File: src/logic/prpa_map.vh
// Operation
// - Peripheral space splits into sixteen 64-Mbyte regions; only first two have registers.
// - Address bits 29 to 26 pick the region control register for an access.
// - Each region control register is 8 bits with read, write, execute attributes.
// - Modules under module permission registers ignore the first region register; the code ignores both region registers and the reserved regions on module_hit.
// - With lock bit 7 set, writes end in error and leave contents unchanged.
// - Lock stays set once written; only system reset clears it.
// - Bits 3 to 0 are a permission code, separate for supervisor and user.
// - After reset supervisor may read and write; user has no access.
// - Codes 0000-0011: S rw/U none, S r/U none, S r/U r, S r/U none.
// - Codes 0100-0111: both rw, S rw/U r, both rw, none for either.
// - Codes 1000-1011: S rwx/U none, S rx/U none, both rx, S x/U none.
// - Codes 1100-1111: both rwx, S rwx/U rx, S rw/U r, S rwx/U x.
// - Region 0 covers 0x0000_0000-0x03FF_FFFF; region 1 covers 0x0400_0000-0x07FF_FFFF.
// - Per-master privilege bit: clear forces user mode, set uses sourced attribute.
// - Writes to control registers by non-trusted masters abort with error, no change.
`ifndef PRPA_MAP_VH
`define PRPA_MAP_VH
`define PRPA_ADDR_W       30
`define PRPA_REGION_MSB   29
`define PRPA_REGION_LSB   26
`define PRPA_NUM_REGIONS  2
`define PRPA_REG0_OFS     30'h0000030
`define PRPA_REG1_OFS     30'h0000031
`define PRPA_LOCK_BIT     7
`define PRPA_CODE_MSB     3
`define PRPA_REG_RESET    8'h00
`define PRPA_ST_IDLE      1'b0
`define PRPA_ST_RESP      1'b1
`endif

File: src/logic/prpa_access_ctrl.v
`timescale 1ns/10ps
`include "prpa_map.vh"
module prpa_access_ctrl (
  // Clock and reset
  input  wire        core_clk,
  input  wire        rstn,
  // Request from internal_peripheral_bus master
  input  wire        req_valid,
  output wire        req_ready,
  input  wire [29:0] req_addr,
  input  wire        req_write,
  input  wire        req_exec,
  input  wire        req_super,
  input  wire [1:0]  req_master,
  input  wire [7:0]  req_wdata,
  // System control inputs
  input  wire        module_hit,
  input  wire [2:0]  master_privilege_bits,
  input  wire [2:0]  trusted_masters,
  // Response to master
  output reg         resp_valid,
  output reg         resp_err,
  output reg  [7:0]  resp_rdata,
  // Forwarded access to target
  output reg         tgt_valid,
  output reg  [29:0] tgt_addr,
  output reg         tgt_write,
  output reg         tgt_exec,
  output reg  [7:0]  tgt_wdata,
  // Register contents
  output wire [7:0]  region0_access_control,
  output wire [7:0]  region1_access_control
);
  reg        state_q;
  reg        state_d;
  wire       accept;
  wire [3:0] region_idx;
  wire       region_impl;
  wire       reg_hit;
  wire       reg_sel;
  wire       eff_super;
  wire       master_trusted;
  wire [7:0] reg_val [0:1];
  wire [1:0] reg_locked;
  wire [3:0] sel_code;
  wire       sup_r;
  wire       sup_w;
  wire       sup_x;
  wire       usr_r;
  wire       usr_w;
  wire       usr_x;
  reg        region_ok;
  reg        reg_err;
  wire       reg_wr_ok;
  wire       access_err;

  // One request in flight; response follows one cycle later
  assign req_ready = (state_q == `PRPA_ST_IDLE);
  assign accept    = req_valid && req_ready;

  always @* begin
    case (state_q)
      `PRPA_ST_IDLE: state_d = accept ? `PRPA_ST_RESP : `PRPA_ST_IDLE;
      `PRPA_ST_RESP: state_d = `PRPA_ST_IDLE;
      default:       state_d = `PRPA_ST_IDLE;
    endcase
  end

  // Region select from offset bits
  assign region_idx  = req_addr[`PRPA_REGION_MSB:`PRPA_REGION_LSB];
  // Regions 2..15 are reserved space with no register
  assign region_impl = (region_idx < `PRPA_NUM_REGIONS);
  assign sel_code    = region_idx[0] ? reg_val[1][`PRPA_CODE_MSB:0]
                                     : reg_val[0][`PRPA_CODE_MSB:0];

  // Master 3 has no privilege bit and is never trusted
  assign eff_super = (req_master != 2'h3) &&
                     master_privilege_bits[req_master] && req_super;
  assign master_trusted = (req_master != 2'h3) && trusted_masters[req_master];

  // Control register window
  assign reg_hit = (req_addr == `PRPA_REG0_OFS) || (req_addr == `PRPA_REG1_OFS);
  assign reg_sel = (req_addr == `PRPA_REG1_OFS);

  prpa_perm_decode u_perm (
    .code  (sel_code),
    .sup_r (sup_r),
    .sup_w (sup_w),
    .sup_x (sup_x),
    .usr_r (usr_r),
    .usr_w (usr_w),
    .usr_x (usr_x)
  );

  always @* begin
    if (!region_impl) begin
      region_ok = 1'b0;
    end else if (req_exec) begin
      region_ok = eff_super ? sup_x : usr_x;
    end else if (req_write) begin
      region_ok = eff_super ? sup_w : usr_w;
    end else begin
      region_ok = eff_super ? sup_r : usr_r;
    end
  end

  // Register accesses: fetch is refused, writes need trust and no lock
  always @* begin
    if (req_exec) begin
      reg_err = 1'b1;
    end else if (req_write) begin
      reg_err = !master_trusted || reg_locked[reg_sel];
    end else begin
      reg_err = 1'b0;
    end
  end

  assign reg_wr_ok = accept && reg_hit && req_write && !reg_err;

  // Module-protected space is judged by the module permission checker
  assign access_err = reg_hit ? reg_err
                              : (!module_hit && !region_ok);

  genvar g;
  generate
    for (g = 0; g < `PRPA_NUM_REGIONS; g = g + 1) begin : g_region
      prpa_region_reg u_reg (
        .core_clk (core_clk),
        .rstn     (rstn),
        .wr_en    (reg_wr_ok && (reg_sel == g)),
        .wr_data  (req_wdata),
        .value    (reg_val[g]),
        .locked   (reg_locked[g])
      );
    end
  endgenerate

  assign region0_access_control = reg_val[0];
  assign region1_access_control = reg_val[1];

  always @(posedge core_clk) begin
    if (!rstn) begin
      state_q    <= `PRPA_ST_IDLE;
      resp_valid <= 1'b0;
      resp_err   <= 1'b0;
      resp_rdata <= 8'h00;
      tgt_valid  <= 1'b0;
      tgt_addr   <= 30'h0000000;
      tgt_write  <= 1'b0;
      tgt_exec   <= 1'b0;
      tgt_wdata  <= 8'h00;
    end else begin
      state_q    <= state_d;
      resp_valid <= accept;
      resp_err   <= accept && access_err;
      resp_rdata <= (accept && reg_hit && !req_write && !req_exec) ?
                    reg_val[reg_sel] : 8'h00;
      // A refused access never reaches the target
      tgt_valid  <= accept && !reg_hit && !access_err;
      if (accept) begin
        tgt_addr  <= req_addr;
        tgt_write <= req_write;
        tgt_exec  <= req_exec;
        tgt_wdata <= req_wdata;
      end
    end
  end
endmodule // prpa_access_ctrl

File: src/logic/prpa_perm_decode.v
`timescale 1ns/10ps
`include "prpa_map.vh"
module prpa_perm_decode (
  // Permission code
  input  wire [3:0] code,
  // Granted rights
  output reg        sup_r,
  output reg        sup_w,
  output reg        sup_x,
  output reg        usr_r,
  output reg        usr_w,
  output reg        usr_x
);
  // Order: sup r w x, usr r w x
  reg [5:0] rights;

  always @* begin
    case (code)
      4'h0:    rights = 6'b110_000;
      4'h1:    rights = 6'b100_000;
      4'h2:    rights = 6'b100_100;
      4'h3:    rights = 6'b100_000;
      4'h4:    rights = 6'b110_110;
      4'h5:    rights = 6'b110_100;
      4'h6:    rights = 6'b110_110;
      4'h7:    rights = 6'b000_000;
      4'h8:    rights = 6'b111_000;
      4'h9:    rights = 6'b101_000;
      4'ha:    rights = 6'b101_101;
      4'hb:    rights = 6'b001_000;
      4'hc:    rights = 6'b111_111;
      4'hd:    rights = 6'b111_101;
      4'he:    rights = 6'b110_100;
      4'hf:    rights = 6'b111_001;
      default: rights = 6'b000_000;
    endcase
    sup_r = rights[5];
    sup_w = rights[4];
    sup_x = rights[3];
    usr_r = rights[2];
    usr_w = rights[1];
    usr_x = rights[0];
  end
endmodule // prpa_perm_decode

File: src/logic/prpa_region_reg.v
`timescale 1ns/10ps
`include "prpa_map.vh"
module prpa_region_reg (
  // Clock and reset
  input  wire       core_clk,
  input  wire       rstn,
  // Write port
  input  wire       wr_en,
  input  wire [7:0] wr_data,
  // Contents
  output wire [7:0] value,
  output wire       locked
);
  localparam [7:0] RST_VAL = `PRPA_REG_RESET;

  reg       lock_q;
  reg [3:0] code_q;

  always @(posedge core_clk) begin
    if (!rstn) begin
      lock_q <= RST_VAL[`PRPA_LOCK_BIT];
      code_q <= RST_VAL[`PRPA_CODE_MSB:0];
    end else if (wr_en && !lock_q) begin
      // Lock can only go up; reset is its sole clear
      lock_q <= lock_q | wr_data[`PRPA_LOCK_BIT];
      code_q <= wr_data[`PRPA_CODE_MSB:0];
    end
  end

  // Reserved bits 6:4 are not stored and read zero
  assign value  = {lock_q, 3'h0, code_q};
  assign locked = lock_q;
endmodule // prpa_region_reg
File: config.mk
export PLATFORM = sky130hd
export DESIGN_NAME = prpa_access_ctrl
export DESIGN_NICKNAME = d
export VERILOG_FILES = /design/src/logic/prpa_access_ctrl.v /design/src/logic/prpa_perm_decode.v /design/src/logic/prpa_region_reg.v
export VERILOG_INCLUDE_DIRS = /design/src /design/src/logic
export SDC_FILE = /design/constraint.sdc
export NUM_CORES = 1
export LEC_CHECK = 0
export ABC_AREA = 1
export ABC_CLOCK_PERIOD_IN_PS = 3100
export BUFFER_PORTS_ARGS = -buffer_cell sky130_fd_sc_hd__buf_4
export CAP_MARGIN = 20
export CORE_ASPECT_RATIO = 0.7
export CORE_MARGIN = 8
export CORE_UTILIZATION = 50
export DETAILED_ROUTE_END_ITERATION = 8
export HOLD_SLACK_MARGIN = 0.08
export MAX_ROUTING_LAYER = met4
export PLACE_DENSITY = 0.92
export SYNTH_ARGS = -nofsm -noshare
export SYNTH_HDL_FRONTEND = slang
export SYNTH_SLANG_ARGS = --single-unit
File: constraint.sdc
create_clock -name core_clk -period 3.1 [get_ports core_clk]
set_input_delay 0.62 -clock core_clk [delete_from_list [all_inputs] [get_ports core_clk]]
set_output_delay 0.62 -clock core_clk [all_outputs]
set_load 0.1 [all_outputs]
==> summary.md <==
| Metric | Value |
|---|---|
| Cell chosen for the clock root | `clkbuf_8` |
| Adder-Cell Fraction of Synth Area | `0%` |
| Met2 GRT Util | `29.8%` |
| Worst setup SP type | `input pin` |
| Top Ports | `121` |
| Total wire length | `7480 um` |
| Width of the die | `102 um` |
| Run status | `finished, final reports clean` |
| TritonCTS Buffers | `9` |
| Worst path cell trace | `buf_4 -> inv_1 -> nand2_1 -> nor2_1 -> nand2_1 -> nor2_2 -> nand2_4 -> nand2_4 -> nand2_4 -> nor2_8 -> nand3_4 -> nor2_1 -> nor2_1` |
| FF+latch count, synth | `59` |
| Hold/Removal Path Class | `register to register` |
| Mux cell area share after synthesis | `0%` |
| RSZ-0062 raised after global routing | `no` |
| Syn_area_per_cell | `7.18 um2` |
| Largest net degree at the start of global routing | `49` |
| R2R Path Start | `state_q` |
| Met3 Resource Use GR | `10.9%` |
| Via count | `2663` |
| Largest family of logic cells by synthesized area | `simple AND/OR/NAND/NOR gates` |
| Number of setup buffers added after CTS | `0` |
| First-pass GRT wire length | `12000 um` |
| CTS max path bufs | `2` |
| DR pass1 iterations | `6` |
| Max-cap violations | `0` |
| Layout cells sized above 1 | `31.5%` |
| Layer with the highest usage | `met2` |
| Drt via density | `4.86` |
| Post-synthesis simple-gate area fraction | `26.1%` |
| Clock-pin slew on the worst setup and hold paths | `0.06 ns` |
| Max Freq | `0.537 GHz` |
| Clock latency on the worst-skew pair | `0.34 ns` |
| CORE AREA | `5150 um2` |
| Area delta synth->final | `39.0%` |
| Crit-path slowest cell | `nor2_2` |
| Vias in the first global route | `2631` |
| Hold path depth | `2` |
| Min Clock Period, post-route | `1.86 ns` |
| Final setup viols | `0` |
| Worst hold slack | `0.484 ns` |
| Routed wire per std cell | `13.7 um` |
| Inserted Diodes | `0` |
| Post-synthesis sequential area ratio | `45.2%` |
| Worst IR Drop VDD | `0.381 mV` |
| Fill cells | `421` |
| Cells after synthesis | `364` |
| Setup WS pre-CTS | `0.910 ns` |
| Post-synthesis xor/xnor area fraction | `0%` |
| Clock Skew | `0.00605 ns` |
| Worst Path Required | `3.33 ns` |
| Worst hold start | `g_region[0].u_reg.locked` |
| Grt met1 use | `22.3%` |
| Worst path top cell family by delay | `simple AND/OR/NAND/NOR gates` |
| Row Count | `22` |
| Hpwl dp | `5860 um` |
| Critical Path End Type | `register` |
| Synth warn | `0` |
| Worst flop-to-flop path endpoint | `tgt_addr[24]` |
| CTS Hold Bufs | `0` |
| Number of max-slew violations in the final report | `0` |
| Compound-cell area share of the yosys netlist | `16.4%` |
| Antenna-violating nets left | `0` |
| Post-Syn Area | `2610 um2` |
| Crit share post-route | `60.1%` |
| Storage cell area | `1180 um2` |
| CTS tree | `built` |
| Multi-input gate area | `1140 um2` |
| GPL Wtd Cong | `0.863` |
| Hold EP | `g_region[0].u_reg.locked` |
| Chip Height | `76.5 um` |
| Setup CP Type | `input pin to register` |
| Iteration-0 DRC Markers | `207` |
| Leak | `1.82 nW` |
| Overall Power | `2.11 mW` |
| FF-to-FF path depth | `7` |
| Initial core utilization | `50.8%` |
| Final net count | `524` |
| Final TNS setup | `0 ns` |
| Reg2Reg Setup Slack | `1.36 ns` |
| Worst stage delay on the critical path | `0.19 ns` |
| # port buffers | `111` |
| Final WS setup | `1.24 ns` |
| Clock Sinks | `59` |
| Buf/Inv on CP | `2` |
| Post-CTS Resized | `0` |
| Critical path arrival | `2.09 ns` |
| Full die area | `7830 um2` |
| H-Tree Depth | `3` |
| Initial antenna violation count | `0` |
| Hold Fails Final Rpt | `0` |
| # DRC | `0` |
| Crit. path cell count | `13` |
| Distinct cell type count after synthesis | `28` |
| Remaining Overflow, GRT | `0` |
| Crit-path max FO | `10` |
| GR Util All Layers | `20.2%` |
| Pwr Density | `581 nW/um2` |
==> synth_stat cells <==
library cell | number | area, um2
buf_6 | 1 | 11.3
nor2_8 | 1 | 20.0
nand3b_1 | 1 | 7.51
nand2_4 | 4 | 45.0
clkbuf_1 | 12 | 45.0
nand4_1 | 3 | 18.8
nor3_1 | 1 | 5.00
o21ai_1 | 6 | 30.0
nand2_2 | 2 | 12.5
o31ai_2 | 1 | 12.5
nor2_2 | 2 | 12.5
o211ai_1 | 1 | 7.51
o31ai_1 | 1 | 7.51
nor2_4 | 2 | 22.5
conb_1 | 1 | 3.75
a21oi_1 | 33 | 165
buf_4 | 11 | 82.6
nand3_1 | 6 | 30.0
dfxtp_1 | 59 | 1180
inv_2 | 7 | 26.3
nor2_1 | 76 | 285
nand2_1 | 50 | 188
clkinv_2 | 1 | 5.00
clkinv_1 | 2 | 7.51
buf_2 | 1 | 5.00
o21ai_0 | 41 | 205
inv_1 | 36 | 135
nand3_4 | 2 | 35.0
==> worst register-to-register path: cells and delay by family, from the launching register on <==
family / cells / cell delay (ns)
buffers and inverters: 4 / 0.95
AOI/OAI and AO/OA: 2 / 0.28
DFF: 1 / 0.33
and+or+nand+nor: 1 / 0.05
==> how the worst max path moves through the flow <==
stage,startpoint,end
after global routing,req_addr[6],g_region[1].u_reg.code_q[1]
after CTS,req_addr[6],g_region[1].u_reg.code_q[2]
after detailed placement,req_addr[6],g_region[1].u_reg.code_q[3]
after floorplan,g_region[0].u_reg.code_q[1],resp_err
final,req_addr[6],g_region[1].u_reg.code_q[2]
after global placement,req_addr[6],g_region[1].u_reg.code_q[1]
==> final cells by class <==
cell class | instances | share of cell area [%]
clock inverters | 5 | 1.45
clock buffers | 11 | 3.89
well taps | 72 | 2.48
flip-flops and latches | 59 | 32.5
multi-input cells | 242 | 31.5
repair buffers | 113 | 23.4
inverters | 46 | 4.79
==> per-stage QoR <==
stage               utilization [%]  cell area [um2]  std cells
floorplan                         -             2640        372
global placement               66.8             3440        532
detailed placement             66.8             3440        532
CTS                            70.5             3630        548
global route                   70.5             3630        548
finish                         70.5             3630        548
==> flip-flops by register name (all words and copies together) (netlist names) <==
signal / cells
g_region.u_reg.code_q: 8
g_region.u_reg.locked: 2
resp_err: 1
resp_rdata: 5
resp_valid: 1
state_q: 1
tgt_addr: 30
tgt_exec: 1
tgt_valid: 1
tgt_wdata: 8
tgt_write: 1
==> routing by layer <==
layer	vias up	wire length (um)
li1	1335	-
met1	1193	3090
met2	117	3370
met3	18	847
met4	0	174
met5	-	0
==> kinds of logic after synthesis <==
family,after synthesis
AO/OA/AOI/OAI,83
buffers and inverters,71
flip-flops,59
other,1
AND/OR/NAND/NOR,150
==> layout by cell type (no fill, tap or decap), types with 2 or more instances in the layout <==
cell type / Yosys / final
nand2_1: 50 / 50
nor2_4: 2 / 2
nand2_2: 2 / 2
clkinv_2: 1 / 4
nand3_1: 6 / 6
nand4_1: 3 / 3
buf_4: 11 / 113
o21ai_1: 6 / 6
o21ai_0: 41 / 41
nor2_2: 2 / 2
nand3_4: 2 / 2
nor2_1: 76 / 76
clkinv_1: 2 / 2
clkbuf_8: 0 / 10
inv_2: 7 / 7
dfxtp_1: 59 / 59
a21oi_1: 33 / 33
conb_1: 1 / 9
nand2_4: 4 / 4
inv_1: 36 / 36
==> power breakdown <==
part | internal (mW) | total (mW) | leakage [nW] | switching [mW]
clock network | 0.389 | 0.681 | 0.0991 | 0.292
registers | 0.802 | 0.824 | 0.486 | 0.0226
logic | 0.130 | 0.604 | 1.23 | 0.474
Power figures use the tool's default switching activity.
